===== src/common/igcs_pkg.sv =====
// package: register map, field positions and reset values of the interrupt gating block
package igcs_pkg;
  // register byte addresses (word aligned)
  localparam logic [5:0] ADDR_INT_CTRL   = 6'h00;
  localparam logic [5:0] ADDR_PEN_ONE    = 6'h04;
  localparam logic [5:0] ADDR_PEN_TWO    = 6'h08;
  localparam logic [5:0] ADDR_PEN_THREE  = 6'h0C;
  localparam logic [5:0] ADDR_SHD_WREG   = 6'h10;
  localparam logic [5:0] ADDR_SHD_STATUS = 6'h14;
  localparam logic [5:0] ADDR_SHD_BANK   = 6'h18;
  localparam logic [5:0] ADDR_SHD_PTR0L  = 6'h1C;
  localparam logic [5:0] ADDR_SHD_PTR0H  = 6'h20;
  localparam logic [5:0] ADDR_SHD_PTR1L  = 6'h24;
  localparam logic [5:0] ADDR_SHD_PTR1H  = 6'h28;
  localparam logic [5:0] ADDR_SHD_PAGE   = 6'h2C;
  localparam logic [5:0] ADDR_OPTION     = 6'h30;
  localparam logic [5:0] ADDR_PIN_CHANGE = 6'h34;
  // interrupt control field positions
  localparam int BIT_GLB  = 7;
  localparam int BIT_PERI = 6;
  localparam int BIT_T0IE = 5;
  localparam int BIT_EXIE = 4;
  localparam int BIT_PCIE = 3;
  localparam int BIT_T0IF = 2;
  localparam int BIT_EXIF = 1;
  localparam int BIT_PCIF = 0;
  // status bits that are never shadowed (timeout, power-down)
  localparam logic [7:0] STATUS_KEEP_MASK = 8'h18;
  // implemented bits of peripheral enable three
  localparam logic [7:0] PEN_THREE_MASK = 8'h7A;
  // reset values
  localparam logic [7:0] RST_INT_CTRL = 8'h00;
  localparam logic [7:0] RST_PEN      = 8'h00;
  // ext edge select position in option register
  localparam int BIT_EDGE = 6;
  // number of shadowed bytes
  localparam int SHD_COUNT = 8;
endpackage


===== src/core/igcs_edge_sync.sv =====
// pin synchroniser with edge detect for the external interrupt pin
`timescale 1ns/10ps
`default_nettype none
module igcs_edge_sync (
  // clock and reset
  input  wire logic clk,
  input  wire logic rstn,
  // pin and edge choice
  input  wire logic pin,
  input  wire logic rising,
  // detected edge pulse
  output logic      edge_pulse
);
  logic [2:0] sync_q;  // three stage chain
  logic [2:0] sync_d;
  logic       lvl_q;   // last accepted level
  logic       lvl_d;
  logic       pulse_d;

  // accept a change only when stages two and three agree
  always_comb begin
    sync_d  = {sync_q[1:0], pin};
    lvl_d   = lvl_q;
    pulse_d = 1'b0;
    if (sync_q[1] == sync_q[2] && sync_q[2] != lvl_q) begin
      lvl_d   = sync_q[2];
      pulse_d = (sync_q[2] == rising);
    end
  end

  always_ff @(posedge clk or negedge rstn) begin
    if (!rstn) begin
      sync_q     <= 3'h0;
      lvl_q      <= 1'b0;
      edge_pulse <= 1'b0;
    end else begin
      sync_q     <= sync_d;
      lvl_q      <= lvl_d;
      edge_pulse <= pulse_d;
    end
  end
endmodule
`default_nettype wire


===== src/core/igcs_core.sv =====
// interrupt gating, control registers and automatic context shadow
// Notes on behaviour
// - push return pc when interrupt taken
// - copy context registers into shadows on entry
// - restore context from shadows on return
// - shadows are software readable and writable
// - flags set regardless of any enable
// - global enable bit 7 gates everything
// - peripheral enable bit 6 gates peripheral sources
// - timer0 enable bit 5, flag bit 2
// - external pin enable bit 4, flag bit 1
// - pin-change enable bit 3, summary flag bit 0
// - summary flag read-only, follows port change flags
// - control register holds enables and flags
// - peripheral enable one holds eight enables
// - peripheral enable two holds eight enables
// - enable three bits 7,2,0 read zero
// - taking interrupt flushes, clears global, vectors
// - return pops, restores, sets global enable
// - external edge chosen by edge select
// - entry latency three to five instruction cycles
//
// Implementation choices: the Avalon-MM slave port and the register offsets.
`timescale 1ns/10ps
`default_nettype none
module igcs_core #(
  parameter int PC_W = 15  // program counter width
) (
  // clock and reset
  input  wire logic             clk,
  input  wire logic             rstn,
  // avalon-mm register slave
  input  wire logic [5:0]       avs_address,
  input  wire logic             avs_read,
  input  wire logic             avs_write,
  input  wire logic [31:0]      avs_writedata,
  input  wire logic [3:0]       avs_byteenable,
  output logic [31:0]           avs_readdata,
  output logic                  avs_waitrequest,
  // event sources
  input  wire logic             timer0_ovf_evt,
  input  wire logic             ext_pin,
  input  wire logic [7:0]       port_change_flags,
  input  wire logic [7:0]       periph_flags_one,
  input  wire logic [7:0]       periph_flags_two,
  input  wire logic [7:0]       periph_flags_three,
  // core handshake
  input  wire logic             core_irq_ack,
  input  wire logic             core_return_from_irq,
  input  wire logic [PC_W-1:0]  core_pc,
  input  wire logic [63:0]      core_context,
  // core outputs
  output logic                  irq_request,
  output logic                  flush_prefetch,
  output logic                  stack_push,
  output logic [PC_W-1:0]       stack_push_pc,
  output logic                  stack_pop,
  output logic                  ctx_restore,
  output logic [63:0]           ctx_restore_data,
  output logic                  global_irq_enable
);
  //////////////////////////////////////////////////////////////////////////////
  // state
  logic [7:0]      ctrl_q, ctrl_d;         // enables and latched flags
  logic [7:0]      pen1_q, pen1_d;
  logic [7:0]      pen2_q, pen2_d;
  logic [7:0]      pen3_q, pen3_d;
  logic [7:0]      opt_q, opt_d;           // edge select lives here
  logic [7:0]      shd_q [igcs_pkg::SHD_COUNT];
  logic [7:0]      shd_d [igcs_pkg::SHD_COUNT];
  logic            wait_q, wait_d;         // bus wait flag, low in the answer cycle
  logic [31:0]     rdata_q, rdata_d;
  logic            req_q, req_d;
  logic            flush_q, flush_d;
  logic            push_q, push_d;
  logic [PC_W-1:0] ppc_q, ppc_d;
  logic            pop_q, pop_d;
  logic            rst_q, rst_d;
  logic [63:0]     rdat_q, rdat_d;
  logic            ext_edge;               // synchronised edge pulse
  logic            pc_flag;                // live pin-change summary
  logic            periph_hit;
  logic            core_hit;
  logic            wr_hit;
  logic            rd_hit;

  //////////////////////////////////////////////////////////////////////////////
  // external pin edge detector
  igcs_edge_sync u_edge (
    .clk        (clk),
    .rstn       (rstn),
    .pin        (ext_pin),
    .rising     (opt_q[igcs_pkg::BIT_EDGE]),
    .edge_pulse (ext_edge)
  );

  //////////////////////////////////////////////////////////////////////////////
  // source gating
  always_comb begin
    pc_flag    = |port_change_flags;
    periph_hit = |(periph_flags_one & pen1_q)
               | |(periph_flags_two & pen2_q)
               | |(periph_flags_three & pen3_q);
    core_hit   = (ctrl_q[igcs_pkg::BIT_T0IE] & ctrl_q[igcs_pkg::BIT_T0IF])
               | (ctrl_q[igcs_pkg::BIT_EXIE] & ctrl_q[igcs_pkg::BIT_EXIF])
               | (ctrl_q[igcs_pkg::BIT_PCIE] & pc_flag);
    wr_hit     = avs_write & ~avs_waitrequest;  // store at the edge the master sees the answer
    rd_hit     = avs_read & avs_waitrequest;
  end

  //////////////////////////////////////////////////////////////////////////////
  // registers, bus, entry and return sequencing
  always_comb begin
    ctrl_d  = ctrl_q;
    pen1_d  = pen1_q;
    pen2_d  = pen2_q;
    pen3_d  = pen3_q;
    opt_d   = opt_q;
    shd_d   = shd_q;
    wait_d  = 1'b1;
    rdata_d = rdata_q;
    flush_d = 1'b0;
    push_d  = 1'b0;
    ppc_d   = ppc_q;
    pop_d   = 1'b0;
    rst_d   = 1'b0;
    rdat_d  = rdat_q;
    // software writes go first so that hardware sets below win
    if (wr_hit && avs_byteenable[0]) begin
      unique case (avs_address)
        igcs_pkg::ADDR_INT_CTRL:   ctrl_d = {avs_writedata[7:1], 1'b0};
        igcs_pkg::ADDR_PEN_ONE:    pen1_d = avs_writedata[7:0];
        igcs_pkg::ADDR_PEN_TWO:    pen2_d = avs_writedata[7:0];
        igcs_pkg::ADDR_PEN_THREE:  pen3_d = avs_writedata[7:0] & igcs_pkg::PEN_THREE_MASK;
        igcs_pkg::ADDR_OPTION:     opt_d  = avs_writedata[7:0];
        igcs_pkg::ADDR_SHD_WREG:   shd_d[0] = avs_writedata[7:0];
        igcs_pkg::ADDR_SHD_STATUS: shd_d[1] = avs_writedata[7:0];
        igcs_pkg::ADDR_SHD_BANK:   shd_d[2] = avs_writedata[7:0];
        igcs_pkg::ADDR_SHD_PTR0L:  shd_d[3] = avs_writedata[7:0];
        igcs_pkg::ADDR_SHD_PTR0H:  shd_d[4] = avs_writedata[7:0];
        igcs_pkg::ADDR_SHD_PTR1L:  shd_d[5] = avs_writedata[7:0];
        igcs_pkg::ADDR_SHD_PTR1H:  shd_d[6] = avs_writedata[7:0];
        igcs_pkg::ADDR_SHD_PAGE:   shd_d[7] = avs_writedata[7:0];
        default: ;                                // unmapped writes are dropped
      endcase
    end
    // summary flag mirrors the port flags, never stored by software
    ctrl_d[igcs_pkg::BIT_PCIF] = pc_flag;
    // event sets beat a same-cycle software clear, independent of enables
    if (timer0_ovf_evt) ctrl_d[igcs_pkg::BIT_T0IF] = 1'b1;
    if (ext_edge)       ctrl_d[igcs_pkg::BIT_EXIF] = 1'b1;
    // entry: push pc and snapshot context in the same cycle
    if (core_irq_ack && req_q) begin
      ctrl_d[igcs_pkg::BIT_GLB] = 1'b0;
      flush_d = 1'b1;
      push_d  = 1'b1;
      ppc_d   = core_pc;
      for (int i = 0; i < igcs_pkg::SHD_COUNT; i++) begin
        shd_d[i] = core_context[i*8 +: 8];
      end
      // timeout and power-down bits keep their old shadow value, not taken from the context
      shd_d[1] = (core_context[15:8] & ~igcs_pkg::STATUS_KEEP_MASK)
               | (shd_q[1] & igcs_pkg::STATUS_KEEP_MASK);
    end else if (core_return_from_irq) begin
      ctrl_d[igcs_pkg::BIT_GLB] = 1'b1;
      pop_d   = 1'b1;
      rst_d   = 1'b1;
      for (int i = 0; i < igcs_pkg::SHD_COUNT; i++) begin
        rdat_d[i*8 +: 8] = shd_q[i];
      end
    end
    // read path, one wait state then answer
    if (rd_hit) begin
      unique case (avs_address)
        igcs_pkg::ADDR_INT_CTRL:   rdata_d = {24'h000000, ctrl_q};
        igcs_pkg::ADDR_PEN_ONE:    rdata_d = {24'h000000, pen1_q};
        igcs_pkg::ADDR_PEN_TWO:    rdata_d = {24'h000000, pen2_q};
        igcs_pkg::ADDR_PEN_THREE:  rdata_d = {24'h000000, pen3_q};
        igcs_pkg::ADDR_OPTION:     rdata_d = {24'h000000, opt_q};
        igcs_pkg::ADDR_SHD_WREG:   rdata_d = {24'h000000, shd_q[0]};
        igcs_pkg::ADDR_SHD_STATUS: rdata_d = {24'h000000, shd_q[1]};
        igcs_pkg::ADDR_SHD_BANK:   rdata_d = {24'h000000, shd_q[2]};
        igcs_pkg::ADDR_SHD_PTR0L:  rdata_d = {24'h000000, shd_q[3]};
        igcs_pkg::ADDR_SHD_PTR0H:  rdata_d = {24'h000000, shd_q[4]};
        igcs_pkg::ADDR_SHD_PTR1L:  rdata_d = {24'h000000, shd_q[5]};
        igcs_pkg::ADDR_SHD_PTR1H:  rdata_d = {24'h000000, shd_q[6]};
        igcs_pkg::ADDR_SHD_PAGE:   rdata_d = {24'h000000, shd_q[7]};
        igcs_pkg::ADDR_PIN_CHANGE: rdata_d = {24'h000000, port_change_flags};
        default:                   rdata_d = 32'h00000000;   // unmapped reads zero
      endcase
    end
    // answer one cycle after any request; kept in a flop so waitrequest has no gate
    wait_d = ~((avs_read | avs_write) & wait_q);
    // request uses the post-update global enable so clearing global stops it at once
    req_d = ctrl_d[igcs_pkg::BIT_GLB] & ~(core_irq_ack & req_q)
          & (core_hit | (ctrl_q[igcs_pkg::BIT_PERI] & periph_hit));
  end

  //////////////////////////////////////////////////////////////////////////////
  // state registers
  always_ff @(posedge clk or negedge rstn) begin
    if (!rstn) begin
      ctrl_q  <= igcs_pkg::RST_INT_CTRL;
      pen1_q  <= igcs_pkg::RST_PEN;
      pen2_q  <= igcs_pkg::RST_PEN;
      pen3_q  <= igcs_pkg::RST_PEN;
      opt_q   <= 8'h00;
      for (int i = 0; i < igcs_pkg::SHD_COUNT; i++) begin
        shd_q[i] <= 8'h00;
      end
      wait_q  <= 1'b1;
      rdata_q <= 32'h00000000;
      req_q   <= 1'b0;
      flush_q <= 1'b0;
      push_q  <= 1'b0;
      ppc_q   <= '0;
      pop_q   <= 1'b0;
      rst_q   <= 1'b0;
      rdat_q  <= 64'h0000000000000000;
    end else begin
      ctrl_q  <= ctrl_d;
      pen1_q  <= pen1_d;
      pen2_q  <= pen2_d;
      pen3_q  <= pen3_d;
      opt_q   <= opt_d;
      shd_q   <= shd_d;
      wait_q  <= wait_d;
      rdata_q <= rdata_d;
      req_q   <= req_d;
      flush_q <= flush_d;
      push_q  <= push_d;
      ppc_q   <= ppc_d;
      pop_q   <= pop_d;
      rst_q   <= rst_d;
      rdat_q  <= rdat_d;
    end
  end

  //////////////////////////////////////////////////////////////////////////////
  // outputs, all from flops; the core adds the instruction-cycle latency
  always_comb begin
    avs_waitrequest   = wait_q;
    avs_readdata      = rdata_q;
    irq_request       = req_q;
    flush_prefetch    = flush_q;
    stack_push        = push_q;
    stack_push_pc     = ppc_q;
    stack_pop         = pop_q;
    ctx_restore       = rst_q;
    ctx_restore_data  = rdat_q;
    global_irq_enable = ctrl_q[igcs_pkg::BIT_GLB];
  end
endmodule
`default_nettype wire


===== config.mk =====
export PLATFORM = sky130hd
export DESIGN_NAME = igcs_core
export DESIGN_NICKNAME = d
export VERILOG_FILES = /design/src/common/igcs_pkg.sv /design/src/core/igcs_edge_sync.sv /design/src/core/igcs_core.sv
export SDC_FILE = /design/constraint.sdc
export NUM_CORES = 1
export LEC_CHECK = 0
export BUFFER_PORTS_ARGS = -buffer_cell sky130_fd_sc_hd__clkbuf_2
export CORE_MARGIN = 10
export CORE_UTILIZATION = 40
export CTS_CLUSTER_SIZE = 12
export DETAILED_ROUTE_END_ITERATION = 8
export GPL_TIMING_DRIVEN = 0
export SYNTH_ARGS = -nofsm -noshare
export SYNTH_HDL_FRONTEND = slang
export SYNTH_HIERARCHICAL = 1
export SYNTH_SLANG_ARGS = --single-unit
export TNS_END_PERCENT = 5

===== constraint.sdc =====
create_clock -name clk -period 2.32 [get_ports clk]
set_input_delay 0.232 -clock clk [delete_from_list [all_inputs] [get_ports clk]]
set_output_delay 0.232 -clock clk [all_outputs]
set_load 0.01 [all_outputs]

==> results by group <==
Synthesis
  – Post-synth EDFFs: 0
  – Synth top area cells: dfrtp_1 (53%), mux2_2 (12%), mux2i_1 (7.5%)
  – Main synth FF type: dfrtp_1
  – Mean post-synth cell area: 11.7 µm²
  – Seq cells post-synth: 197
  – Unique masters post-synth: 57
  – Post-synthesis cell area: 0.00922 mm²
  – Syn. warnings: 6
  – Gate Count Post-Synth: 786
  – Area leader, netlist: dfrtp_1
  – Seq/Total Area, Yosys: 0.535
  – Synth top area share: 0.532
  – Async S/R FF share, synth: 1.00

Die
  – Height of the chip: 172 µm
  – Initial Util: 0.407
  – Die width: 172 µm
  – Die area: 0.0295 mm²
  – IO Pins: 279
  – Core box area: 0.0226 mm²
  – FP Rows: 55

Drt
  – Final wirelength: 32,000 µm
  – Vias: 7,393
  – Number of DRC markers in iteration 0: 555
  – Wire per inst: 22.9 µm
  – DR vias/cell: 5.29
  – TritonRoute pass-1 iters: 5
  – DRC violations left: 0
  – Antenna Nets Post-Route: 0

Setup path
  – Setup crit start kind: register
  – Kind of critical path: reg -> reg
  – Crit. End Element: register
  – CP arrival: 2.50 ns
  – Critical Path RT: 2.62 ns
  – Crit-path max FO: 8

Layout
  – # diodes: 0
  – Fillers: 2,070
  – # nets final: 1,261
  – Layout cells sized above 1: 0.385
  – Most common cell after layout, fill and taps aside: clkbuf_2
  – Commonest cells after routing, fill and taps aside: clkbuf_2 (221), dfrtp_1 (196), nand2_1 (127)
  – Layout area overhead: 29.2%
  – Final cell utilization of the core: 0.526

STA
  – Crit path time final: 2.21 ns
  – Final setup vio count: 0
  – Hold Slack: 0.00641 ns
  – Max Fclk: 0.453 GHz
  – Fin Clk Skew: 0.00827 ns
  – Slew Limit Fails: 0
  – Unrepaired setup endpoints after global routing: yes
  – Final hold vios: 0
  – Slew headroom: 0.433
  – Final period util: 0.952
  – Measured slew at the worst slew-check pin: 0.851 ns

Global route
  – Total grt overflow: 0
  – All-layer global routing usage: 0.216
  – First-pass GRT wire length: 47,600 µm
  – Largest net degree at the start of global routing: 100
  – Initial antenna violation count: 0
  – Vias in the first global route: 7,775

Placement
  – Post-detailed-placement half-perimeter wirelength: 23,700 µm
  – I/O Buffers: 219
  – Placer congestion estimate: 0.899

Clocking
  – Clock Pin Slew Worst Setup and Hold Paths: 0.07 ns
  – Number of H-tree levels: 4
  – CTS tree: built
  – CTS Buffer Depth: 2
  – Clock root buffer: clkbuf_16
  – Clk sinks: 197
  – Num CTS Buffers: 17
  – Clk_lat worst skew: 0.44 ns

Outcome
  – Status: complete, no violations

Power and ir drop
  – Static leakage: 5.56 nW
  – Worst ir drop on vdd: 0.617 mV
  – PwrDens: 1020 mW/mm²

Flow run
  – Max-cap viol count: 0

Hold path
  – Hold Path Class: in -> reg
## routing by layer
metal  up-vias  global-route usage  share of wire
li1       3382                   -              -
met1      3665               0.285           0.44
met2       306               0.342           0.46
met3        40              0.0545          0.082
met4         0              0.0693          0.020
met5         -                   0              0
## path summary, 6_finish.rpt
path                                            start                                to  slack [ns]  cells after the start
setup / recovery            avs_waitrequest$_DFF_PN1_             shd_q[30]$_DFFE_PN0P_        0.11                      6
hold / removal                       core_context[40]             shd_q[16]$_DFFE_PN0P_       0.006                      3
setup reg to reg            avs_waitrequest$_DFF_PN1_             shd_q[30]$_DFFE_PN0P_        0.11                      6
hold reg to reg            u_edge/sync_q[0]$_DFF_PN0_        u_edge/sync_q[1]$_DFF_PN0_        0.35                      0
max in group asynchronous                        rstn             shd_q[32]$_DFFE_PN0P_        0.92                      3
min in group asynchronous                        rstn  ctx_restore_data[20]$_DFFE_PN0P_        0.42                      2
## sequential cells by signal (all words and copies together), names as in the netlist, 3 cells and up
signal	flops
avs_readdata	8
ctrl_q	8
opt_q	8
shd_q	64
pen3_q	5
u_edge/sync_q	3
pen2_q	8
ctx_restore_data	64
pen1_q	8
stack_push_pc	15
## worst max-delay path: stages (launching register included)
cell	delay (ns)
dfstp_2	0.39
and3b_1	0.25
clkbuf_1	0.41
nand2_4	0.17
nor3_4	0.51
mux2i_1	0.26
o21ai_1	0.08
## Yosys cell counts (5+ instances only)
cell type and n:
a22oi_1 6, a31oi_1 5, mux2i_1 69, nor2_1 6, a22o_1 12, mux4_2 10, buf_2 15, o21ai_1 14
nand2_1 127, dfrtp_1 196, buf_4 28, a21oi_1 16, a221oi_1 7, clkbuf_1 31, mux2_2 100, nand3_1 9
nor2_4 6, o21ai_0 62
## final cells by class
type | instances | area, µm² | share of cell area
Clock inverter | 11 | 121 | 0.0102
Clock buffer | 21 | 460 | 0.0386
Multi-Input combinational cell | 533 | 3960 | 0.333
Inverter | 2 | 11.3 | 0.000945
Timing Repair Buffer | 272 | 1650 | 0.139
Sequential cell | 197 | 4930 | 0.414
Tap cell | 285 | 357 | 0.0299
Buffer | 77 | 418 | 0.0351
## metrics by stage
step / total power, mW / setup slack, ns / TNS, ns / area, µm² / std cells
2_1_floorplan: 7.35 / 0.539 / 0 / 9310 / 809
3_3_place_gp: 9.02 / -3.00 / -588.23 / 10800 / 1313
3_5_place_dp: 9.12 / -0.127 / -2.43 / 10800 / 1314
4_1_cts: 12.2 / 0.0629 / 0 / 11900 / 1398
5_1_grt: 12.8 / -0.0304 / -0.183 / 11900 / 1398
6_report: 12.1 / 0.111 / 0 / 11900 / 1398
## report_power, final
| part | switching, mW | internal, mW |
|---|---|---|
| sequential | 0.954 | 4.72 |
| combinational | 1.75 | 1.68 |
| clock | 1.37 | 1.65 |
| total | 4.07 | 8.05 |
## cell families (layout without fill, tap and decap cells)
family / after synthesis / after routing / synth area share
AO/OA/AOI/OAI: 141 / 141 / 0.0937
AND/OR/NAND/NOR: 187 / 187 / 0.102
other: 1 / 24 / 0.000407
buffers and inverters: 79 / 383 / 0.0456
multiplexers: 180 / 180 / 0.223
flip-flops: 197 / 197 / 0.535
adder cells (fa/ha/maj): 1 / 1 / 0.00109
## timing repair
action | in CTS | in global routing
setup endpoints to repair | 30 | 28
setup buffers | 0 | 0
pin swaps | 0 | 0
hold buffers | 52 | 0
gates resized for setup | 2 | 5
hold endpoints to repair | 147 | 0
No activity file was read; power rests on OpenSTA's default activity.
